### config.mk
export PLATFORM = sky130hd
export DESIGN_NAME = vtar_top
export DESIGN_NICKNAME = d
export VERILOG_FILES = /design/src/core/vtar_mem.v /design/src/core/vtar_top.v
export VERILOG_INCLUDE_DIRS = /design/src /design/src/include
export SDC_FILE = /design/constraint.sdc
export NUM_CORES = 1
export LEC_CHECK = 0
export BUFFER_PORTS_ARGS = -buffer_cell sky130_fd_sc_hd__buf_2
export CAP_MARGIN = 10
export CORE_MARGIN = 5
export CORE_UTILIZATION = 56
export DETAILED_ROUTE_END_ITERATION = 16
export GPL_TIMING_DRIVEN = 0
export PLACE_DENSITY = 0.76
export SLEW_MARGIN = 0
export SYNTH_ARGS = -nofsm -noshare
export SYNTH_HDL_FRONTEND = slang
export SYNTH_SLANG_ARGS = --single-unit
### constraint.sdc
create_clock -name clock -period 2.75 [get_ports clock]
set_input_delay 0.55 -clock clock [delete_from_list [all_inputs] [get_ports clock]]
set_output_delay 0.55 -clock clock [all_outputs]
set_load 0.1 [all_outputs]
### src/include/vtar_consts.vh
// constants for the vlan table access register block
`ifndef VTAR_CONSTS_VH
`define VTAR_CONSTS_VH

`define VTAR_AW              16
`define VTAR_DW              32
`define VTAR_OFF_AGE_CFG     16'h1809
`define VTAR_OFF_CMD         16'h180B
`define VTAR_OFF_WR_DATA     16'h180C
`define VTAR_OFF_CMD_STATUS  16'h180D
`define VTAR_OFF_RD_DATA     16'h180E

`define VTAR_AGE_TEST_BIT    0
`define VTAR_CMD_DIR_BIT     5
`define VTAR_CMD_SEL_BIT     4
`define VTAR_CMD_IDX_HI      3
`define VTAR_CMD_IDX_LO      0
`define VTAR_CMD_W           6
`define VTAR_STS_PEND_BIT    0

`define VTAR_ENTRY_W         18
`define VTAR_PVID_W          15
`define VTAR_VID_HI          11
`define VTAR_PRIO_HI         14
`define VTAR_PRIO_LO         12
`define VTAR_MEMBER_P2_BIT   17
`define VTAR_MEM_AW          5

`define VTAR_CLK_KHZ         100000
`define VTAR_AGE_NORMAL_MIN  5
`define VTAR_AGE_TEST_MS     50
`define VTAR_AGE_CNT_W       36

`define VTAR_RST_CMD         6'h00
`define VTAR_RST_DATA        18'h00000
`define VTAR_RST_WORD        32'h00000000

`endif

### src/core/vtar_mem.v
// table storage: both tables in one array, registered read data
`default_nettype none
`include "vtar_consts.vh"

module vtar_mem (
	input  wire                      clock,
	input  wire                      we,
	input  wire                      re,
	input  wire [`VTAR_MEM_AW-1:0]   addr,
	input  wire [`VTAR_ENTRY_W-1:0]  wdata,
	output reg  [`VTAR_ENTRY_W-1:0]  rdata_q
);
	reg [`VTAR_ENTRY_W-1:0] mem [0:(1<<`VTAR_MEM_AW)-1];

	// no reset on the array; table contents are owned by software
	always @(posedge clock) begin
		if (we) begin
			mem[addr] <= wdata;
		end
		if (re) begin
			rdata_q <= mem[addr];
		end
	end
endmodule // vtar_mem

`default_nettype wire

### src/core/vtar_top.v
// vlan table access registers, table sequencer and aging timer
//
// What this block does
// - aging period 50 ms in test, else 5 min
// - aging test bit 0, rw, reset zero
// - each command write starts one table access
// - read: poll pending, then fetch read data
// - command bit 5: one reads, zero writes
// - command bit 4 picks default-id table
// - bits 3:0 index; software keeps in range
// - default-id entry: vid 11:0, priority 14:12
// - vlan entry bit 17 marks port 2 member
//
// The implementer's own choice: the strobed register port.
`default_nettype none
`include "vtar_consts.vh"

module vtar_top #(
	parameter [`VTAR_AGE_CNT_W-1:0] AGE_NORMAL_CYC =
		`VTAR_AGE_NORMAL_MIN * 36'd60 * 36'd1000 * `VTAR_CLK_KHZ,
	parameter [`VTAR_AGE_CNT_W-1:0] AGE_TEST_CYC =
		`VTAR_AGE_TEST_MS * 36'd1 * `VTAR_CLK_KHZ
) (
	input  wire                      clock,
	input  wire                      rst,
	input  wire [`VTAR_AW-1:0]       reg_addr,
	input  wire [`VTAR_DW-1:0]       reg_wdata,
	input  wire                      reg_wr,
	input  wire                      reg_rd,
	output reg  [`VTAR_DW-1:0]       reg_rdata_q,
	output reg                       aging_test_shorten_q,
	output reg                       aging_tick_q,
	output reg                       table_busy_q
);
	localparam [2:0] S_IDLE = 3'b001;
	localparam [2:0] S_RUN  = 3'b010;
	localparam [2:0] S_CAP  = 3'b100;

	reg  [2:0]                  state_q;
	reg  [2:0]                  state_d;
	reg  [`VTAR_CMD_W-1:0]      cmd_q;
	reg  [`VTAR_ENTRY_W-1:0]    wr_data_q;
	reg  [`VTAR_ENTRY_W-1:0]    rd_data_q;
	reg                         pending_q;
	reg  [`VTAR_AGE_CNT_W-1:0]  age_cnt_q;
	reg                         age_test_last_q;
	wire [`VTAR_ENTRY_W-1:0]    mem_rdata;
	wire                        cmd_wr;
	wire                        dir_read;
	wire                        sel_pvid;
	wire [`VTAR_AGE_CNT_W-1:0]  age_period;
	reg  [`VTAR_DW-1:0]         rdata_d;

	function hit;
		input [`VTAR_AW-1:0] a;
		input [`VTAR_AW-1:0] off;
		begin
			hit = (a == off);
		end
	endfunction

	// default-id entries keep only vid and priority, upper bits reserved
	function [`VTAR_ENTRY_W-1:0] entry_mask;
		input                      pvid;
		input [`VTAR_ENTRY_W-1:0]  d;
		begin
			if (pvid) begin
				entry_mask = {{(`VTAR_ENTRY_W-`VTAR_PVID_W){1'b0}},
					d[`VTAR_PRIO_HI:`VTAR_PRIO_LO], d[`VTAR_VID_HI:0]};
			end else begin
				entry_mask = d;
			end
		end
	endfunction

	function [`VTAR_DW-1:0] widen;
		input [`VTAR_ENTRY_W-1:0] d;
		begin
			widen = {{(`VTAR_DW-`VTAR_ENTRY_W){1'b0}}, d};
		end
	endfunction

	assign cmd_wr   = reg_wr && hit(reg_addr, `VTAR_OFF_CMD);
	assign dir_read = cmd_q[`VTAR_CMD_DIR_BIT];
	assign sel_pvid = cmd_q[`VTAR_CMD_SEL_BIT];

	// index used as given; out-of-range ports land in spare words
	vtar_mem vtar_mem_i (
		.clock   (clock),
		.we      (state_q[2'd1] && !dir_read),
		.re      (state_q[2'd1] && dir_read),
		.addr    ({sel_pvid, cmd_q[`VTAR_CMD_IDX_HI:`VTAR_CMD_IDX_LO]}),
		.wdata   (entry_mask(sel_pvid, wr_data_q)),
		.rdata_q (mem_rdata)
	);

	// a command written mid-access restarts the sequence with the new value
	always @* begin
		state_d = state_q;
		case (state_q)
			S_IDLE: begin
				if (cmd_wr) begin
					state_d = S_RUN;
				end
			end
			S_RUN: begin
				if (cmd_wr) begin
					state_d = S_RUN;
				end else begin
					state_d = S_CAP;
				end
			end
			S_CAP: begin
				if (cmd_wr) begin
					state_d = S_RUN;
				end else begin
					state_d = S_IDLE;
				end
			end
			default: begin
				state_d = S_IDLE;
			end
		endcase
	end

	always @(posedge clock) begin
		if (rst) begin
			state_q      <= S_IDLE;
			cmd_q        <= `VTAR_RST_CMD;
			wr_data_q    <= `VTAR_RST_DATA;
			rd_data_q    <= `VTAR_RST_DATA;
			pending_q    <= 1'b0;
			table_busy_q <= 1'b0;
		end else begin
			state_q <= state_d;
			if (cmd_wr) begin
				cmd_q <= reg_wdata[`VTAR_CMD_W-1:0];
			end
			// write data held for the next command
			if (reg_wr && hit(reg_addr, `VTAR_OFF_WR_DATA)) begin
				wr_data_q <= reg_wdata[`VTAR_ENTRY_W-1:0];
			end
			// read data filled on the same clock edge that pending drops
			if (state_q[2'd2] && dir_read && !cmd_wr) begin
				rd_data_q <= mem_rdata;
			end
			if (cmd_wr) begin
				pending_q <= 1'b1;
			end else if (state_q[2'd2]) begin
				pending_q <= 1'b0;
			end
			table_busy_q <= (state_d != S_IDLE);
		end
	end

	always @(posedge clock) begin
		if (rst) begin
			aging_test_shorten_q <= 1'b0;
		end else if (reg_wr && hit(reg_addr, `VTAR_OFF_AGE_CFG)) begin
			aging_test_shorten_q <= reg_wdata[`VTAR_AGE_TEST_BIT];
		end
	end

	assign age_period = aging_test_shorten_q ? AGE_TEST_CYC : AGE_NORMAL_CYC;

	// switching modes restarts the period so a long count cannot overrun
	always @(posedge clock) begin
		if (rst) begin
			age_cnt_q       <= {`VTAR_AGE_CNT_W{1'b0}};
			age_test_last_q <= 1'b0;
			aging_tick_q    <= 1'b0;
		end else begin
			age_test_last_q <= aging_test_shorten_q;
			if (age_test_last_q != aging_test_shorten_q) begin
				age_cnt_q    <= {`VTAR_AGE_CNT_W{1'b0}};
				aging_tick_q <= 1'b0;
			end else if (age_cnt_q >= age_period - 36'd1) begin
				age_cnt_q    <= {`VTAR_AGE_CNT_W{1'b0}};
				aging_tick_q <= 1'b1;
			end else begin
				age_cnt_q    <= age_cnt_q + 36'd1;
				aging_tick_q <= 1'b0;
			end
		end
	end

	// read mux; unmapped addresses answer zero
	always @* begin
		rdata_d = `VTAR_RST_WORD;
		if (hit(reg_addr, `VTAR_OFF_AGE_CFG)) begin
			rdata_d[`VTAR_AGE_TEST_BIT] = aging_test_shorten_q;
		end else if (hit(reg_addr, `VTAR_OFF_CMD)) begin
			rdata_d[`VTAR_CMD_W-1:0] = cmd_q;
		end else if (hit(reg_addr, `VTAR_OFF_WR_DATA)) begin
			rdata_d = widen(wr_data_q);
		end else if (hit(reg_addr, `VTAR_OFF_CMD_STATUS)) begin
			rdata_d[`VTAR_STS_PEND_BIT] = pending_q;
		end else if (hit(reg_addr, `VTAR_OFF_RD_DATA)) begin
			rdata_d = widen(rd_data_q);
		end
	end

	always @(posedge clock) begin
		if (rst) begin
			reg_rdata_q <= `VTAR_RST_WORD;
		end else if (reg_rd) begin
			reg_rdata_q <= rdata_d;
		end else begin
			reg_rdata_q <= `VTAR_RST_WORD;
		end
	end
endmodule // vtar_top

`default_nettype wire

# Word-level counts from Yosys, hierarchy flattened
# Memories as Yosys holds them, arrays and structs flattened. A register that Yosys moved wholly into a read port is not among the register bits.
# Cells that the tools add are included.
# totals
ff_bits	118
mem_bits_rw	576
inputBits	52
out_inout_bits	35
n_memories	1
# op_classes
addsub	2
order_cmp	1
eq_ne	10
muxes	17
n_bitwise	1
reduce_logical	16
# memory_table
name	words	word_bits	read_ports	rd_ports_with_merged_regs	write_ports	line	source
vtar_mem_i.mem	32	18	1	1	1	vtar_mem.v:13	reg [`VTAR_ENTRY_W-1:0] mem [0:(1<<`VTAR_MEM_AW)-1];
# op_table
op	n
16-bit by 13-bit equality test with 1-bit output, second input constant	5
18-bit two-way mux	3
36-bit by 1-bit adder with 36-bit output, second input constant	1
36-bit greater-or-equal comparator	1
35-bit by 1-bit subtractor with 36-bit output, second input constant	1
35-bit two-way mux	1
17-bit two-way mux	1
3-bit one-hot mux with 3 select lines	1
1-bit logical AND	7
1-bit two-way mux	7
3-bit two-way mux	2
6-bit two-way mux	1
3-bit OR reduction	2
6-bit OR reduction	1
2-bit OR reduction	2
4-bit OR reduction	1
3-bit by 1-bit equality test with 1-bit output, second input constant	1
3-bit by 2-bit equality test with 1-bit output, second input constant	1
3-bit equality test, second input constant	1
3-bit by 1-bit != test with 1-bit output, second input constant	1
1-bit zero test	2
2-bit two-way mux	1
2-bit nonzero test	1
1-bit != test	1
1-bit inverter	1

# Longest topological paths before layout
# depth
ltp_word	6
ltp_mapped	8
depth_no_buf	7

# Hierarchy
# Synthesis repeated with hierarchy kept, for this count alone.
# hier_totals
cells_unflattened	1729
area_unflattened_um2	27840.5
# by_module_without_submodules
mod	instances	cells_per_inst	area_per_inst_um2	seq_area_each_um2
vtar_mem	1	1210	22670.5	17837.1
vtar_top	1	519	5170.0	2082.0

# Least setup slack after synthesis
# OpenSTA, ideal clock, no wires.
# synth_timing
path_kind	reg2reg
from	register aging_test_shorten_q
to	register age_cnt_q[2]
setup_time_ns	0.124
t_arrival_ns	3.102
required_ns	2.626
path_slack_ns	-0.476
stages_incl_launch_ff	8
path_buffers	1
period_less_slack_ns	3.226
path_cell_list	dfxtp_1 > ha_1 > nand4_1 > or4_1 > or4_4 > a21oi_4 > buf_6 > nor3_1
# synth_via
elab_chain_len	4
word_cells_on_any_way	5
# synth_lines
element	line	source
start, declared	vtar_top.v:31	output reg aging_test_shorten_q,
start signal, assigned	vtar_top.v:160	aging_test_shorten_q <= reg_wdata[`VTAR_AGE_TEST_BIT];
35-bit two-way mux	vtar_top.v:164	assign age_period = aging_test_shorten_q ? AGE_TEST_CYC : AGE_NORMAL_CYC;
35-bit by 1-bit subtractor with 36-bit output	vtar_top.v:177	end else if (age_cnt_q >= age_period - 36'd1) begin
36-bit greater-or-equal comparator	vtar_top.v:177	
3-bit OR reduction (no line) (*)	n/a	
end signal, assigned	vtar_top.v:169	age_cnt_q <= {`VTAR_AGE_CNT_W{1'b0}};
end signal, assigned	vtar_top.v:178	age_cnt_q <= {`VTAR_AGE_CNT_W{1'b0}};
end signal, assigned	vtar_top.v:181	age_cnt_q <= age_cnt_q + 36'd1;
end, declared	vtar_top.v:45	reg [`VTAR_AGE_CNT_W-1:0] age_cnt_q;
# Every way passes the cells marked *; elsewhere a longest branch is shown, timed or not.
# A chain may end at the register's enable or synchronous reset.

==> key figures <==
Layout
  – Filler cells: 2944
  – Diode count: 0
  – Post-route cell area: 31700 µm²
  – Layout cells sized above 1: 0.289
  – Area grow syn2layout: 17.2%
  – NumNets Final: 1721

Place
  – Routability congestion estimate: 0.941
  – DP Wirelength: 47.5 mm
  – Pre-CTS WS: -1.24 ns
  – Port buffer count: 58
  – Dpl cell area: 29100 µm²

Global routing
  – Initial antenna violation count: 3
  – Vias in the first global route: 15.6k
  – Total GRT Usage: 0.282
  – First-pass GRT wire length: 108 mm
  – Pin count of the biggest net entering global routing: 35
  – Grt ovf: 0

STA
  – Setup ws final: -0.0507 ns
  – Final setup viols: 6
  – Slew HR: 0.269
  – Peak Freq: 357 MHz
  – Hold Vio Cnt, Final: 0
  – Final period utilization: 1.02
  – Setup TNS: -0.181 ns
  – Final setup skew: 0.0387 ns
  – Min Tclk post-route: 2.80 ns
  – Actual slew at the worst max-slew pin: about 1.1 ns
  – Hold slack final: 0.188 ns
  – Pins Over Slew Limit: 0

Synthesis
  – Mean post-synth cell area: 18.5 µm²
  – Top-area cell type share of the netlist area: 0.661
  – Seq/Total Area, Yosys: 0.738
  – Top_reg_cell synth: edfxtp_1
  – Synthesized area: 27000 µm²
  – Post-synth EDFFs: around 590
  – Cells after Synth: 1459
  – Cell taking the most area after synthesis: edfxtp_1
  – YS warnings: 0
  – Post-synth cell types: 54
  – Ys async rst share: 0
  – Seq cells post-synth: around 700
  – Main area contributors after synthesis: edfxtp_1 66%, mux4_2 12%, dfxtp_1 7.7%

CTS
  – Later-pin clock latency in the skew report: between 0.6 and 0.7 ns
  – # hold bufs at CTS: 0
  – Max Buffers Root-to-Sink: 3
  – TritonCTS clock tree: built
  – Sinks on the clock net: around 700
  – Root Driver: clkbuf_16
  – Worst-path clk slew: 0.07 ns
  – CTS Buf Count: 68
  – CTS H-tree lvls: 3

Worst setup path
  – Critical Path Start Type: flip-flop
  – Critical path type: reg2reg
  – Required time worst endpoint: between 3 and 4 ns
  – Worst setup EP type: flip-flop
  – Crit-path max FO: 10
  – Crit path arrival time: 3.22 ns

Die
  – I/O pins: 87
  – Die Footprint: 52700 µm²
  – Die Height: between 200 and 250 µm
  – Floorplan die width: 230 µm
  – Initial core utilization: 0.566
  – Row count: 80
  – Core ar.: ~48000 µm²

Drt
  – DR pass1 iterations: 6
  – Residual DRC: 0
  – Vias post-DR: 15.8k
  – Routed len/inst: between 30 and 40 µm
  – Final wirelength: 74.6 mm
  – Via density: 6.82
  – Initial DRC count: 2490
  – Antenna Nets Post-Route: 0

Power and ir drop
  – Pwr dens: about 650 nW/µm²
  – VDD IR-drop max: about 0.42 mV
  – Leakage: 8.77 nW

Run status
  – Failing checks: setup timing
  – Status: finished with violations

Job
  – Max-cap violations: 0

Worst hold path
  – Hold Path Class: in2reg
cells by family after synthesis:
family,synth area share
AO/OA/AOI/OAI,0.0330
XOR/XNOR,0.0114
adder cells (fa/ha/maj),0.00927
buffers and inverters,0.0171
flip-flops,0.738
multiplexers,0.134
other,0.000139
AND/OR/NAND/NOR,0.0573
per-stage QoR:
stage / util / cells / power (mW)
2_1_floorplan: - / 1472 / 11.7
3_3_place_gp: 0.589 / 2145 / 11.7
3_5_place_dp: 0.610 / 2190 / 11.7
4_1_cts: 0.660 / 2310 / 20.7
5_1_grt: 0.663 / 2316 / 21.2
6_report: 0.663 / 2316 / 20.7
Yosys cell counts (10+ instances only):
library cell / n
buf_4: 16
xnor2_1: 19
nor3_1: 37
and4_1: 10
nand4_1: 31
dfxtp_1: 104
mux2i_1: 37
xor2_1: 16
clkbuf_1: 40
a21oi_1: 16
mux4_2: 144
nand2_1: 43
and3_1: 11
edfxtp_1: 594
buf_2: 20
ha_1: 20
nand3_1: 17
nor2_1: 113
a22oi_1: 84
cell type report:
cell class                 count  area (µm²)  share of cell area
inverter                       7        26.3            0.000830
buffer                        82         487              0.0154
tap                          615         769              0.0243
multi-input combinational    680        6970               0.220
clock buffer                  80        1780              0.0562
timing repair buffer         112        1300              0.0411
clock inverter                42         389              0.0123
sequential                   698       19900               0.630
metal layers:
| metal | up-vias | global-route usage | share of wire | wire length, µm |
|---|---|---|---|---|
| met3 | 279 | 0.0822 | 0.13 | 9510 |
| met1 | 7933 | 0.364 | 0.34 | 25600 |
| met5 | - | 0 | 0.00035 | 26 |
| li1 | 6285 | - | - | - |
| met4 | 4 | 0.159 | 0.067 | 4970 |
| met2 | 1284 | 0.435 | 0.46 | 34500 |
state kept, by name (all words and copies together), names as in the netlist, 3 cells and up:
name,flops
cmd_q,6
state_q,3
reg_rdata_q,18
age_cnt_q,36
vtar_mem_i.mem,576
rd_data_q,18
wr_data_q,18
vtar_mem_i.rdata_q,18
final timing paths:
check                             startpoint                    end  slack, ns  cells past startpoint
worst max-delay path                cmd_q[2]  vtar_mem_i.rdata_q[8]      -0.05                      6
worst min-delay path            reg_wdata[6]           wr_data_q[6]       0.19                      3
worst max register to register      cmd_q[2]  vtar_mem_i.rdata_q[8]      -0.05                      6
worst min register to register     pending_q              pending_q       0.47                      2
cells in the final DEF (no fill, tap or decap), types with 4 or more instances in the layout:
cell type and instances:
nor2_2 7, clkinv_2 13, and4_1 10, nor3_1 36, and2_1 4, nor2_4 27
conb_1 14, clkinv_1 14, and3_1 10, bufinv_16 6, a21oi_1 16, xnor2_1 19
buf_6 5, o21ai_0 6, inv_1 7, mux2i_1 37, or3_1 4, dfxtp_1 96
a22oi_1 75, a22oi_2 9, nand2_1 41, buf_4 29, edfxtp_1 594, ha_1 20
clkbuf_2 20, dfxtp_2 7, clkbuf_16 69, mux4_2 144, a222oi_1 5, clkbuf_1 26
nand3_1 17, nor4_1 7, buf_8 26, buf_16 20, xor2_1 16, buf_2 72
nor2_1 79, nand4_1 31
timing repair:
| action | CTS | global route |
|---|---|---|
| setup endpoints to repair | 623 | 123 |
| buffers inserted | 3 | 3 |
| gates resized for setup | 75 | 19 |
| pin swaps | 1 | 2 |
| endpoints found under the hold margin | 0 | 0 |
worst max-delay path, stage by stage (launching register included):
cell      delay (ns)
dfxtp_1         0.48
clkbuf_1        0.50
nand2_1         0.22
nor2_4          0.44
clkbuf_2        0.43
a22oi_1         0.23
nand4_1         0.30
where the power goes:
part	internal (mW)	switching, mW
registers	11.3	0.00416
clock network	5.23	3.96
logic	0.0464	0.139
No activity file was read; power rests on OpenSTA's default activity.
